**src/core/self_control_pkg.sv**
```systemverilog
/*
  Constants for the self-control block: register map, field positions,
  reset value and power-state encoding.
  Assumes a 32-bit AXI4-Lite slave with word-aligned registers.
*/
`default_nettype none
package self_control_pkg;
  // ----------------------------------------------------------------
  // register map
  // ----------------------------------------------------------------
  localparam logic [7:0] SELF_CONTROL_ADDR = 8'h00;
  localparam logic [7:0] IO_WRITE_ADDR = 8'h04;
  localparam logic [7:0] POWER_STATUS_ADDR = 8'h08;
  localparam logic [15:0] SELF_CONTROL_RESET = 16'h0015;
  localparam logic [5:0] SELF_CONTROL_ID = 6'h15;
  localparam logic [15:0] WRITABLE_MASK = 16'hF7C0;
  // ----------------------------------------------------------------
  // field positions
  // ----------------------------------------------------------------
  localparam int RESET_BIT = 6;
  localparam int SUSPEND_BIT = 8;
  localparam int SLEEP_EN_BIT = 9;
  localparam int STANDBY_BIT = 10;
  localparam int OUT0_SEL_BIT = 12;
  localparam int OUT1_SEL_BIT = 13;
  localparam int OUT0_LVL_BIT = 14;
  localparam int OUT1_LVL_BIT = 15;
  localparam logic [1:0] RESP_OKAY = 2'h0;
  localparam logic [1:0] RESP_SLVERR = 2'h2;
  typedef enum logic [1:0] {
    PWR_ACTIVE,
    PWR_SW_SUSPEND,
    PWR_HW_STANDBY,
    PWR_HW_SUSPEND
  } power_state_t;
endpackage
`default_nettype wire

```
**src/core/pin_select.sv**
```systemverilog
/*
  One shared active-low pin: indicator or general output.
  Assumes the indicator input is already active low.
*/
`default_nettype none
module pin_select
(
  input wire logic clock,
  input wire logic sys_rst,
  input wire logic clk_en,
  input wire logic select,
  input wire logic level,
  input wire logic indicator_n,
  output logic pin_n
);
  // ----------------------------------------------------------------
  // output mux
  // ----------------------------------------------------------------
  logic pin_d;
  // level bit set drives the pin low
  always_comb
  begin
    pin_d = select ? ~level : indicator_n;
  end
  always_ff @(posedge clock)
  begin
    if (sys_rst)
      pin_n <= 1'b1;
    else if (clk_en)
      pin_n <= pin_d;
  end
endmodule // pin_select
`default_nettype wire

```
**src/core/power_mode_ctrl.sv**
```systemverilog
/*
  Power mode decision: software suspend, sleep pin, standby select.
  Assumes sleep_pin is synchronous to clock.
*/
`default_nettype none
module power_mode_ctrl
  import self_control_pkg::*;
(
  input wire logic suspend_set,
  input wire logic sleep_enable,
  input wire logic standby_select,
  input wire logic sleep_pin,
  output power_state_t power_state
);
  // ----------------------------------------------------------------
  // decode
  // ----------------------------------------------------------------
  // software suspend dominates the pin; disabled pin is never looked at
  always_comb
  begin
    if (suspend_set)
      power_state = PWR_SW_SUSPEND;
    else if (sleep_enable && !sleep_pin)
      power_state = standby_select ? PWR_HW_STANDBY : PWR_HW_SUSPEND;
    else
      power_state = PWR_ACTIVE;
  end
endmodule // power_mode_ctrl
`default_nettype wire

```
**src/core/self_control_power_led.sv**
```systemverilog
/*
  Self-control register with AXI4-Lite access, chip reset, power
  modes and shared LED pins.
  Assumes one write and one read at a time; inputs synchronous.
*/
`default_nettype none
// Functional notes
// - reset bit pulses chip reset, self-clears
// - suspend partially resets, keeps base and register
// - no transmit or receive while suspended
// - in-range io write wakes from suspend
// - enabled low sleep enters hardware low power
// - disabled sleep pin level is ignored
// - output0 select: link indicator or output0
// - output1 select: bus activity or output1
// - set level drives pin low
// - reset value is 0x0015
// - low six bits read identifier 010101
module self_control_power_led
  import self_control_pkg::*;
(
  input wire logic clock,
  input wire logic sys_rst,
  input wire logic clk_en,
  input wire logic [7:0] s_axi_awaddr,
  input wire logic s_axi_awvalid,
  output logic s_axi_awready,
  input wire logic [31:0] s_axi_wdata,
  input wire logic [3:0] s_axi_wstrb,
  input wire logic s_axi_wvalid,
  output logic s_axi_wready,
  output logic [1:0] s_axi_bresp,
  output logic s_axi_bvalid,
  input wire logic s_axi_bready,
  input wire logic [7:0] s_axi_araddr,
  input wire logic s_axi_arvalid,
  output logic s_axi_arready,
  output logic [31:0] s_axi_rdata,
  output logic [1:0] s_axi_rresp,
  output logic s_axi_rvalid,
  input wire logic s_axi_rready,
  input wire logic io_write_in_range,
  input wire logic sleep_pin,
  input wire logic link_indicator_n,
  input wire logic bus_activity_indicator_n,
  output logic chip_reset,
  output logic partial_reset,
  output logic frame_enable,
  output logic [1:0] power_mode,
  output logic general_output0_n,
  output logic general_output1_n
);
  // ----------------------------------------------------------------
  // state
  // ----------------------------------------------------------------
  logic [15:0] ctrl_q, ctrl_d;
  logic [7:0] awaddr_q, awaddr_d;
  logic aw_held_q, aw_held_d, w_held_q, w_held_d;
  logic [31:0] wdata_q, wdata_d;
  logic [3:0] wstrb_q, wstrb_d;
  logic bvalid_q, bvalid_d;
  logic [1:0] bresp_q, bresp_d;
  logic rvalid_q, rvalid_d;
  logic [1:0] rresp_q, rresp_d;
  logic [31:0] rdata_q, rdata_d;
  logic chip_reset_q, chip_reset_d;
  logic partial_q, partial_d;
  logic [1:0] power_q, power_d;
  logic do_write;
  logic wake;
  power_state_t pstate;

  // merge byte lanes of a 16-bit register with the writable mask
  function automatic logic [15:0] merge16(input logic [15:0] old, input logic [31:0] data,
                                          input logic [3:0] strb);
    logic [15:0] m;
    m = {{8{strb[1]}}, {8{strb[0]}}} & WRITABLE_MASK;
    merge16 = (old & ~m) | (data[15:0] & m);
  endfunction

  // register read view: identifier always overlays the low bits
  function automatic logic [15:0] ctrl_view(input logic [15:0] r);
    ctrl_view = {r[15:6], SELF_CONTROL_ID};
  endfunction

  // ----------------------------------------------------------------
  // axi write path
  // ----------------------------------------------------------------
  assign s_axi_awready = !aw_held_q && !bvalid_q;
  assign s_axi_wready = !w_held_q && !bvalid_q;
  assign do_write = aw_held_q && w_held_q && !bvalid_q;
  // host io write or bus write to the wake address leaves suspend
  assign wake = io_write_in_range ||
                (do_write && awaddr_q == IO_WRITE_ADDR);

  // address and data may arrive in either order; response after both
  always_comb
  begin
    awaddr_d = awaddr_q;
    aw_held_d = aw_held_q;
    wdata_d = wdata_q;
    wstrb_d = wstrb_q;
    w_held_d = w_held_q;
    bvalid_d = bvalid_q;
    bresp_d = bresp_q;
    ctrl_d = ctrl_q;
    chip_reset_d = 1'b0;
    if (s_axi_awvalid && s_axi_awready)
    begin
      awaddr_d = s_axi_awaddr;
      aw_held_d = 1'b1;
    end
    if (s_axi_wvalid && s_axi_wready)
    begin
      wdata_d = s_axi_wdata;
      wstrb_d = s_axi_wstrb;
      w_held_d = 1'b1;
    end
    if (do_write)
    begin
      aw_held_d = 1'b0;
      w_held_d = 1'b0;
      bvalid_d = 1'b1;
      bresp_d = RESP_OKAY;
      if (awaddr_q == SELF_CONTROL_ADDR)
      begin
        ctrl_d = merge16(ctrl_q, wdata_q, wstrb_q);
        if (wstrb_q[0] && wdata_q[RESET_BIT])
        begin
          // act-once: the chip reset it causes also clears the register
          chip_reset_d = 1'b1;
          ctrl_d = SELF_CONTROL_RESET;
        end
      end
      else if (awaddr_q != IO_WRITE_ADDR)
        bresp_d = RESP_SLVERR;
    end
    else if (bvalid_q && s_axi_bready)
      bvalid_d = 1'b0;
    // wake clears suspend; a self-control register write in the same cycle wins
    if (wake && !(do_write && awaddr_q == SELF_CONTROL_ADDR))
      ctrl_d[SUSPEND_BIT] = 1'b0;
  end

  // ----------------------------------------------------------------
  // axi read path
  // ----------------------------------------------------------------
  assign s_axi_arready = !rvalid_q;
  always_comb
  begin
    rvalid_d = rvalid_q;
    rresp_d = rresp_q;
    rdata_d = rdata_q;
    if (s_axi_arvalid && s_axi_arready)
    begin
      rvalid_d = 1'b1;
      rresp_d = RESP_OKAY;
      case (s_axi_araddr)
        SELF_CONTROL_ADDR: rdata_d = {16'h0000, ctrl_view(ctrl_q)};
        IO_WRITE_ADDR: rdata_d = 32'h00000000;
        POWER_STATUS_ADDR: rdata_d = {30'h00000000, power_q};
        default:
        begin
          rdata_d = 32'h00000000;
          rresp_d = RESP_SLVERR;
        end
      endcase
    end
    else if (rvalid_q && s_axi_rready)
      rvalid_d = 1'b0;
  end

  // ----------------------------------------------------------------
  // power mode and resets
  // ----------------------------------------------------------------
  power_mode_ctrl u_power
  (
    .suspend_set(ctrl_q[SUSPEND_BIT]),
    .sleep_enable(ctrl_q[SLEEP_EN_BIT]),
    .standby_select(ctrl_q[STANDBY_BIT]),
    .sleep_pin(sleep_pin),
    .power_state(pstate)
  );
  // partial reset held through software suspend only; base and this register survive
  always_comb
  begin
    power_d = pstate;
    partial_d = (pstate == PWR_SW_SUSPEND);
  end
  // frames only move when fully active
  assign frame_enable = (power_q == PWR_ACTIVE) && !chip_reset_q;
  assign chip_reset = chip_reset_q;
  assign partial_reset = partial_q;
  assign power_mode = power_q;
  assign s_axi_bvalid = bvalid_q;
  assign s_axi_bresp = bresp_q;
  assign s_axi_rvalid = rvalid_q;
  assign s_axi_rresp = rresp_q;
  assign s_axi_rdata = rdata_q;

  // ----------------------------------------------------------------
  // registers
  // ----------------------------------------------------------------
  always_ff @(posedge clock)
  begin
    if (sys_rst)
    begin
      ctrl_q <= SELF_CONTROL_RESET;
      awaddr_q <= 8'h00;
      aw_held_q <= 1'b0;
      wdata_q <= 32'h00000000;
      wstrb_q <= 4'h0;
      w_held_q <= 1'b0;
      bvalid_q <= 1'b0;
      bresp_q <= RESP_OKAY;
      rvalid_q <= 1'b0;
      rresp_q <= RESP_OKAY;
      rdata_q <= 32'h00000000;
      chip_reset_q <= 1'b0;
      partial_q <= 1'b0;
      power_q <= PWR_ACTIVE;
    end
    else if (clk_en)
    begin
      ctrl_q <= ctrl_d;
      awaddr_q <= awaddr_d;
      aw_held_q <= aw_held_d;
      wdata_q <= wdata_d;
      wstrb_q <= wstrb_d;
      w_held_q <= w_held_d;
      bvalid_q <= bvalid_d;
      bresp_q <= bresp_d;
      rvalid_q <= rvalid_d;
      rresp_q <= rresp_d;
      rdata_q <= rdata_d;
      chip_reset_q <= chip_reset_d;
      partial_q <= partial_d;
      power_q <= power_d;
    end
  end

  // ----------------------------------------------------------------
  // shared pins
  // ----------------------------------------------------------------
  pin_select u_pin0
  (
    .clock(clock),
    .sys_rst(sys_rst),
    .clk_en(clk_en),
    .select(ctrl_q[OUT0_SEL_BIT]),
    .level(ctrl_q[OUT0_LVL_BIT]),
    .indicator_n(link_indicator_n),
    .pin_n(general_output0_n)
  );
  pin_select u_pin1
  (
    .clock(clock),
    .sys_rst(sys_rst),
    .clk_en(clk_en),
    .select(ctrl_q[OUT1_SEL_BIT]),
    .level(ctrl_q[OUT1_LVL_BIT]),
    .indicator_n(bus_activity_indicator_n),
    .pin_n(general_output1_n)
  );

  // ----------------------------------------------------------------
  // checks
  // ----------------------------------------------------------------
  a_reset_self_clear: assert property (@(posedge clock) disable iff (sys_rst)
    (clk_en && chip_reset_q) |-> ctrl_q[RESET_BIT] == 1'b0)
    else $error("reset bit not cleared");
  a_id_bits_fixed: assert property (@(posedge clock) disable iff (sys_rst)
    (rvalid_q && $rose(rvalid_q) && $past(s_axi_araddr) == SELF_CONTROL_ADDR)
      |-> rdata_q[5:0] == SELF_CONTROL_ID)
    else $error("identifier bits wrong");
  a_suspend_partial: assert property (@(posedge clock) disable iff (sys_rst)
    (clk_en && ctrl_q[SUSPEND_BIT]) |=> partial_q)
    else $error("partial reset missing in suspend");
  a_no_frames_susp: assert property (@(posedge clock) disable iff (sys_rst)
    partial_q |-> !frame_enable)
    else $error("frames enabled in suspend");
  a_wake_clears: assert property (@(posedge clock) disable iff (sys_rst)
    (clk_en && io_write_in_range && !do_write) |=> !ctrl_q[SUSPEND_BIT])
    else $error("wake did not clear suspend");
  a_sleep_ignored: assert property (@(posedge clock) disable iff (sys_rst)
    (clk_en && !ctrl_q[SLEEP_EN_BIT] && !ctrl_q[SUSPEND_BIT]) |=> power_q == PWR_ACTIVE)
    else $error("sleep pin not ignored");
  a_sleep_awake: assert property (@(posedge clock) disable iff (sys_rst)
    (clk_en && ctrl_q[SLEEP_EN_BIT] && sleep_pin && !ctrl_q[SUSPEND_BIT])
      |=> power_q == PWR_ACTIVE)
    else $error("high sleep pin did not keep device active");
  a_sleep_mode: assert property (@(posedge clock) disable iff (sys_rst)
    (clk_en && ctrl_q[SLEEP_EN_BIT] && !sleep_pin && !ctrl_q[SUSPEND_BIT])
      |=> power_q == (($past(ctrl_q[STANDBY_BIT])) ? PWR_HW_STANDBY : PWR_HW_SUSPEND))
    else $error("wrong hardware sleep mode");
  a_out0_level: assert property (@(posedge clock) disable iff (sys_rst)
    (clk_en && ctrl_q[OUT0_SEL_BIT]) |=> general_output0_n == !$past(ctrl_q[OUT0_LVL_BIT]))
    else $error("output0 level wrong");
  a_out1_indicator: assert property (@(posedge clock) disable iff (sys_rst)
    (clk_en && !ctrl_q[OUT1_SEL_BIT])
      |=> general_output1_n == $past(bus_activity_indicator_n))
    else $error("output1 indicator wrong");
endmodule // self_control_power_led
`default_nettype wire

```
**config.mk**
```make
export PLATFORM = sky130hd
export DESIGN_NAME = self_control_power_led
export DESIGN_NICKNAME = d
export VERILOG_FILES = /design/src/core/self_control_pkg.sv /design/src/core/pin_select.sv /design/src/core/power_mode_ctrl.sv /design/src/core/self_control_power_led.sv
export SDC_FILE = /design/constraint.sdc
export NUM_CORES = 1
export LEC_CHECK = 0
export BUFFER_PORTS_ARGS = -buffer_cell sky130_fd_sc_hd__buf_2
export CAP_MARGIN = 20
export CORE_MARGIN = 10
export CORE_UTILIZATION = 41
export CTS_CLUSTER_DIAMETER = 40
export DETAILED_ROUTE_END_ITERATION = 7
export GPL_ROUTABILITY_DRIVEN = 0
export PLACE_DENSITY_LB_ADDON = 0.3
export SLEW_MARGIN = 25
export SYNTH_ARGS = -nofsm -noshare
export SYNTH_HDL_FRONTEND = slang
export SYNTH_HIERARCHICAL = 1
export SYNTH_SLANG_ARGS = --single-unit
```
**constraint.sdc**
```tcl
create_clock -name clock -period 1.4 [get_ports clock]
set_clock_uncertainty 0.2 [all_clocks]
set_input_delay 0.07 -clock clock [delete_from_list [all_inputs] [get_ports clock]]
set_output_delay 0.07 -clock clock [all_outputs]
set_load 0.01 [all_outputs]
```
# Word-level counts from Yosys, hierarchy flattened
# Cells that the tools add are included.
# classes
muxes,24
bitwise_logic,6
reduce_logical,43
eq_ne,5
# op_table
op,n
AND 16 bit,2
case mux 16 bit (2 select lines),1
2-to-1 mux 9 bit,2
"== test 8 x 3 -> 1 bit, second input constant",2
logical NOT 8 bit,2
2-to-1 mux 16 bit,1
NOT 16 bit,1
OR 16 bit,1
AND reduction 2 bit,8
logical AND 1 bit,15
2-to-1 mux 1 bit,15
nonzero test 2 bit,6
2-to-1 mux 2 bit,5
"== test 8 x 4 -> 1 bit, second input constant",1
"inequality test 8 x 3 -> 1 bit, second input constant",1
logical NOT 1 bit,7
AND reduction 3 bit,2
OR reduction 3 bit,1
"== test 2 x 1 -> 1 bit, second input constant",1
logical NOT 2 bit,1
NOT 1 bit,2
logical OR 1 bit,1
# totals
register_bits,88
in_bits,64

# Longest topological paths before layout
# Gate-level depths: netlist (run 1).
# logic_depth
depth_word,7
ltp_mapped,6
depth_no_buf,4

# Hierarchy
# The synthesis (run 1) kept the hierarchy.
# by_module_without_submodules
mod,n_inst,area_per_inst_um2,cells_per_inst
self_control_power_led,1,2093.3,222
pin_select,2,50.0,6
power_mode_ctrl,1,38.8,3

# Worst setup path after synthesis (run 1)
# OpenSTA, ideal clock, no wires.
# synth_timing
path_kind,reg-to-reg
from,"register bvalid_q, in the netlist s_axi_bvalid"
to,register ctrl_q[10]
setup_slack_ns,-0.242
stages_incl_launch_ff,7
required_time_ns,1.086
t_arrival_ns,1.327
path_cell_list,dfxtp_1 -> and4b_1 -> buf_4 -> and4_1 -> buf_2 -> mux2i_1 -> nor2_1
# synth_between
elab_chain_cells,3
# synth_rtl
element,line_no,text
start: declaration,self_control_power_led.sv:61,"logic bvalid_q, bvalid_d;"
start signal: assignment,self_control_power_led.sv:231,bvalid_q <= bvalid_d;
logical NOT 1 bit,self_control_power_led.sv:91,assign do_write = aw_held_q && w_held_q && !bvalid_q;
logical AND 1 bit,self_control_power_led.sv:91,
AND reduction 3 bit (no source line),-,
end signal: assignment,self_control_power_led.sv:225,ctrl_q <= ctrl_d;
end: declaration,self_control_power_led.sv:56,"logic [15:0] ctrl_q, ctrl_d;"
# Every way passes these cells.
# A chain may end at the register's enable or synchronous reset.

# Worst setup path after layout (run 1)
# layout_timing
from,register awaddr_q[7]
to,register ctrl_q[12]
# layout_between
elab_chain_cells,2
# layout_rtl
element,line_no,text
start: declaration,self_control_power_led.sv:57,"logic [7:0] awaddr_q, awaddr_d;"
start signal: assignment,self_control_power_led.sv:226,awaddr_q <= awaddr_d;
logical NOT 8 bit,self_control_power_led.sv:125,if (awaddr_q == SELF_CONTROL_ADDR)
AND reduction 3 bit (no source line),-,
# Every way passes these cells.

==> metrics.cfg, run 1 <==
[worst_hold_path]
hp-class = primary input to flip-flop
hold_depth = 4
whs_endpoint = s_axi_rresp[1]$_SDFFE_PP0P_
hp-start = s_axi_arvalid

[flow_run]
maxCapViolations = 0

[placement]
placed_cell_area_um2 = 2720
placed_cells = 386
dpl.hpwl_um = 4510
io_buffers = 66

[clock_network]
htreeDepth = 2
insertion_delay_ps = 310
cts_tree = yes
cts_max_path_buffers = 2
path_clk_slew_ps = 100
cts_root_buf = clkbuf_8
cts_sinks = 53
numCtsBuffers = 5

[finish]
synthToLayoutAreaGrowth_pct = 55.9
instances_no_fill = 434
stdcell_area_um2 = 3480
drive_gt1_share_pct = 47.0
finalNetCount = 427
n_antenna_cell = 0
fillCellCount = 404
fin_util_pct = 66.9

[worst_setup_path]
critPathSlowestCell = dfxtp_2
max_stage_delay_ps = 340
r2r_setup_slack_ps = -310
cp_max_fo = 6
startpoint_type = flip-flop
cp_cell_sequence = nor4_2 > buf_4 > and4_1 > buf_6 > mux2i_1 > nor2_1
reg2reg_to = ctrl_q[12]$_SDFFE_PP0P_
timing.rr.start = awaddr_q[7]$_SDFFE_PP0P_
r2r_cells = 6
endpoint_kind = flip-flop
crit_type = flip-flop to flip-flop
worstPathRequired_ps = 1400
arrival_ps = 1710

[sta]
finalHoldViolCount = 1
period_needed_ps = 1710
hold_ws_ps = -7.77
setup_ws_ps = -309
final.setup.tns_ps = -5000
drv_slew = 0
post-route-period-util_pct = 122
grt_setup_unrepaired = true
max_freq_mhz = 585
setup_violations = 43

[pwr]
internal_power_mw = 2.17
peakVddDrop_mv = 0.572
leakagePower_nw = 1.54
p_sw_share_pct = 26.7
clockPowerShare_pct = 29.6
power_frac_seq_pct = 53.5
switching_power_uw = 789
pwr-share-comb_pct = 17.0
cellPowerDensity_nw_per_um2 = 850

[global_routing]
grt_pass1_vias = 2078
track_usage_pct = 13.6
antenna_found_initial = 0
grt_pass1_wl_um = 9780
grt-ovfl-total = 0
grt_max_degree = 20

[drt]
vias_per_cell = 4.79
drt_iter0_markers = 96
drc = 0
wl_per_cell_um = 14.9
drt_wl_total_um = 6470
dr.pass1.iters = 4
ant_nets = 0
via_count = 2078

[floorplan]
pin_count = 112
core_um2 = 5200
start_util_pct = 42.9
dieHeight_um = 93.8
dieWidth_um = 93.8
rows = 26
dieArea_um2 = 8800

[synthesis]
synth_area_leaders = dfxtp_1, buf_4, mux2i_1
synth_cell_types = 43
synth_area_leader_cell = dfxtp_1
async_flop_share_pct = 0
netlist_area_um2 = 2230
synth_top_cell_area_share_pct = 47.5
synth_edf_count = 0
synthCells = 237
ys.flop_type = dfxtp_1
synth_warnings = 6
avgSynthCellArea_um2 = 9.42
ys_ff_latch = 53
yosysSeqAreaShare_pct = 47.5

[outcome]
violations = hold timing, setup timing
status = finished, violations left

-- per-stage QoR --
step | power [mW] | worst slack (ps)
after global routing | 3.09 | -381
after global placement | 1.92 | -197
after floorplan | 1.81 | -151
after detailed placement | 1.93 | -232
final | 2.96 | -309
after CTS | 2.89 | -232
-- layer usage --
metal  up-vias  wire (µm)  track usage (%)
met3         8        512             4.08
li1       1027          -                -
met5         -          0                0
met4         0         94             4.43
met1       971       2580             15.0
met2        72       3280             24.2
-- cells by family (layout without fill, tap and decap cells) --
| kind of cell | after synthesis | in the layout | synth area share (%) |
|---|---|---|---|
| flip-flops | 53 | 53 | 47.5 |
| AO/OA/AOI/OAI | 40 | 40 | 13.6 |
| buffers and inverters | 37 | 145 | 10.4 |
| multiplexers | 17 | 17 | 7.62 |
| other | 1 | 20 | 0.168 |
| AND/OR/NAND/NOR | 89 | 89 | 20.6 |
-- critical path: cells and delay by family (launching register included) --
kind                   cells  cell delay [ps]
and+or+nand+nor            3              530
muxes                      1              230
DFF                        1              340
buffers and inverters      2              310
-- state kept, by name (all words and copies together) (netlist names), 2 cells and up --
| signal | flops |
|---|---|
| s_axi_rdata | 13 |
| power_mode | 2 |
| ctrl_q | 9 |
| wdata_q | 9 |
| wstrb_q | 2 |
| awaddr_q | 8 |
-- power by group through the flow --
stage                     logic, mW  registers, mW  clock network, mW
after floorplan               0.205           1.61                  0
after global placement        0.316           1.61                  0
after detailed placement      0.320           1.61                  0
after CTS                     0.410           1.58              0.902
after global routing          0.544           1.59              0.958
final                         0.501           1.58              0.875
-- cells in the mapped netlist, types with 3 or more instances --
cell	count
nor2_1	29
inv_1	6
a22o_1	8
nand2_1	29
a21oi_1	17
mux2i_1	17
clkbuf_1	4
nand3_1	3
nand2b_1	5
dfxtp_1	53
buf_4	24
nor3_1	6
buf_2	3
-- how the worst max path moves through the flow --
stage                                   end                       from
detailed placement  ctrl_q[13]$_SDFFE_PP0P_   awaddr_q[4]$_SDFFE_PP0P_
global placement    ctrl_q[10]$_SDFFE_PP0P_   awaddr_q[4]$_SDFFE_PP0P_
CTS                 ctrl_q[14]$_SDFFE_PP0P_   awaddr_q[7]$_SDFFE_PP0P_
floorplan            ctrl_q[8]$_SDFFE_PP0P_  s_axi_bvalid$_SDFFE_PP0P_
global route        ctrl_q[12]$_SDFFE_PP0P_   awaddr_q[7]$_SDFFE_PP0P_
finish              ctrl_q[12]$_SDFFE_PP0P_   awaddr_q[7]$_SDFFE_PP0P_
-- placed cells by master (no fill, tap or decap), drive strengths merged, types with 5 or more instances in the layout --
cell,Yosys,layout
nor2,30,30
conb,1,20
a21oi,18,18
nand2b,6,6
mux2i,17,17
clkbuf,4,5
dlygate4sd3,0,28
nand2,29,29
a22o,8,8
nor3,7,7
buf,27,103
dfxtp,53,53
inv,6,7
-- cell type report --
type	count	area, µm²	share of cell area (%)
Clock buffer	5	68.8	1.98
Clock inverter	3	21.3	0.611
Inverter	6	22.5	0.647
Multi-Input combinational cell	166	1240	35.6
Sequential cell	53	1070	30.9
Tap cell	70	87.6	2.52
Timing Repair Buffer	131	966	27.8
-- repair_timing --
item | in CTS | in global routing
pin swaps | 33 | 22
hold buffers | 28 | 0
endpoints found under the hold margin | 29 | 0
resized for setup | 29 | 57
endpoints found under the setup margin | 45 | 50
buffers inserted | 0 | 9
cloned | 2 | 1
No activity file was read; power rests on OpenSTA's default activity.
==> run 2: changes to the inputs <==
--- a/config.mk
+++ b/config.mk
@@ -7,6 +7,7 @@
 export LEC_CHECK = 0
 export BUFFER_PORTS_ARGS = -buffer_cell sky130_fd_sc_hd__buf_2
 export CAP_MARGIN = 20
+export CORE_ASPECT_RATIO = 1.1
 export CORE_MARGIN = 10
 export CORE_UTILIZATION = 41
 export CTS_CLUSTER_DIAMETER = 40
==> run 2 against run 1 <==
Net effect:
- core utilization decreased by 1.6 points
- critical path depth unchanged
- cell area decreased by 0.18%
- fmax increased by 3.7%
- setup slack improved by 62 ps
- sequential cell count unchanged
- the run ends with setup timing left
- via count decreased by 0.53%
- power increased by 12%
- register-to-register slack improved by 60 ps
- final cell count increased by 0.69%
- sequential power about the same
==> metrics.cfg, run 2 (synthesis results as in run 1) <==
[finish]
fillCellCount = 440  ; was 404
largest_reg_flops = 13  ; unchanged
drive_gt1_share_pct = 43.1  ; was 47.0%
finalNetCount = 425  ; was 427
layout_commonest_cell = buf_2  ; unchanged
n_antenna_cell = 0  ; unchanged
final_cell_mix = buf_2, dfxtp_1, dlygate4sd3_1  ; unchanged
synthToLayoutAreaGrowth_pct = 55.6  ; was 55.9%

[floorplan]
rows = 28  ; was 26
core_um2 = 5330  ; was 5200 µm²
dieHeight_um = 97.4  ; was 93.8 µm
dieWidth_um = 90.4  ; was 93.8 µm
dieArea_um2 = 8800  ; about the same
pin_count = 112  ; unchanged
start_util_pct = 41.9  ; was 42.9%

[sta]
drv_slew = 0  ; unchanged
grt_setup_unrepaired = true  ; unchanged
final.setup.tns_ps = -4200  ; was -5000 ps
setup_ws_ps = -247  ; was -309 ps
period_needed_ps = 1650  ; was 1710 ps
post-route-period-util_pct = 118  ; was 122%
finalHoldViolCount = 0  ; was 1
setup_violations = 38  ; was 43
max_freq_mhz = 607  ; was 585 MHz

[worst_setup_path]
cp_cell_sequence = nor4_2 > buf_4 > and4_1 > buf_6 > mux2i_1 > nor2_1  ; unchanged
startpoint_type = flip-flop  ; unchanged
cp_max_fo = 6  ; unchanged
max_stage_delay_ps = 340  ; about the same
worstPathRequired_ps = 1410  ; was 1400 ps
crit_start = awaddr_q[7]$_SDFFE_PP0P_  ; unchanged
arrival_ps = 1650  ; was 1710 ps
crit_type = flip-flop to flip-flop  ; unchanged
timing.rr.start = awaddr_q[7]$_SDFFE_PP0P_  ; unchanged
endpoint_kind = flip-flop  ; unchanged
critPathSlowestCell = dfxtp_2  ; unchanged

[flow_run]
maxCapViolations = 0  ; unchanged

[global_routing]
antenna_found_initial = 0  ; unchanged
grt_pass1_vias = 2159  ; was 2078
track_usage_pct = 14.1  ; was 13.6%
grt_pass1_wl_um = 10500  ; was 9780 µm
grt-ovfl-total = 0  ; unchanged
grt_max_degree = 18  ; was 20

[outcome]
status = finished, violations left  ; unchanged
violations = setup timing  ; was hold timing, setup timing

[clock_network]
path_clk_slew_ps = 100  ; about the same
numCtsBuffers = 5  ; unchanged
cts_root_buf = clkbuf_8  ; unchanged
htreeDepth = 2  ; unchanged
cts_sinks = 53  ; unchanged
cts_tree = yes  ; unchanged
cts_max_path_buffers = 2  ; unchanged
insertion_delay_ps = 310  ; about the same

[drt]
drt_wl_total_um = 6330  ; was 6470 µm
ant_nets = 0  ; unchanged
wl_per_cell_um = 14.5  ; was 14.9 µm
vias_per_cell = 4.73  ; was 4.79
drc = 0  ; unchanged
drt_iter0_markers = 74  ; was 96
dr.pass1.iters = 4  ; unchanged
via_count = 2067  ; was 2078

[worst_hold_path]
hp-start = clk_en  ; was s_axi_arvalid
hp-class = primary input to flip-flop  ; unchanged

[pwr]
leakagePower_nw = 1.53  ; was 1.54 nW
peakVddDrop_mv = 0.506  ; was 0.572 mV
cellPowerDensity_nw_per_um2 = 952  ; was 850 nW/µm²
power_mw = 3.31  ; was 2.96 mW

[placement]
pre_cts_ws_ps = -223  ; was -232 ps
io_buffers = 66  ; unchanged
dpl.hpwl_um = 4310  ; was 4510 µm

run 2: layout make-up:
type	count	area (µm²)	share of cell area [%]
Clock buffer	5	68.8	1.98
Clock inverter	3	68.8	1.98
Inverter	6	22.5	0.648
Multi-Input combinational cell	166	1210	34.8
Sequential cell	53	1070	30.8
Tap cell	75	93.8	2.70
Timing Repair Buffer	129	943	27.2
run 2: power by group:
group | switching [mW] | leakage (nW) | internal, mW
Clock | 0.516 | 0.0687 | 0.720
Combinational | 0.227 | 1.03 | 0.262
Sequential | 0.0348 | 0.433 | 1.55
Total | 0.778 | 1.53 | 2.53
run 2: worst paths after layout:
check,end,slack [ps],cells after the start
worst max-delay path,ctrl_q[12]$_SDFFE_PP0P_,-250,6
worst min-delay path,u_pin1/pin_n$_SDFFE_PP1P_,20,3
worst max register to register,ctrl_q[12]$_SDFFE_PP0P_,-250,6
worst min register to register,s_axi_rdata[6]$_SDFFE_PP0P_,270,2
run 2: metrics by stage:
step / cells / area (µm²) / hold slack (ps) / util (%)
final: 437 / 3470 / 18.0 / 65.2
after global routing: 437 / 3470 / 29.3 / 65.2
after CTS: 434 / 3330 / 10.0 / 62.6
after detailed placement: 392 / 2720 / 110 / 51.1
after global placement: 392 / 2720 / 105 / 51.1
after floorplan: 256 / 2320 / -23.1 / -
run 2: routing by layer:
metal	share of wire (%)	routed length, µm	vias up	global-route usage [%]
met5	0	0	-	0
met4	2.9	185	0	4.90
met3	5.7	359	17	4.25
met2	50	3160	71	24.2
met1	41	2630	957	16.3
li1	-	-	1022	-
run 2: repair_timing:
item,CTS,global route
endpoints found under the setup margin,42,46
cloned,2,1
hold endpoints to repair,30,0
hold buffers,29,0
pin swaps,35,9
buffers inserted,3,2
resized for setup,38,28
run 2: critical path, delay by kind of cell, from the launching register on:
| kind | cells | cell delay (ps) |
|---|---|---|
| flip-flops | 1 | 340 |
| buffers and inverters | 2 | 310 |
| AND/OR/NAND/NOR | 3 | 500 |
| multiplexers | 1 | 200 |
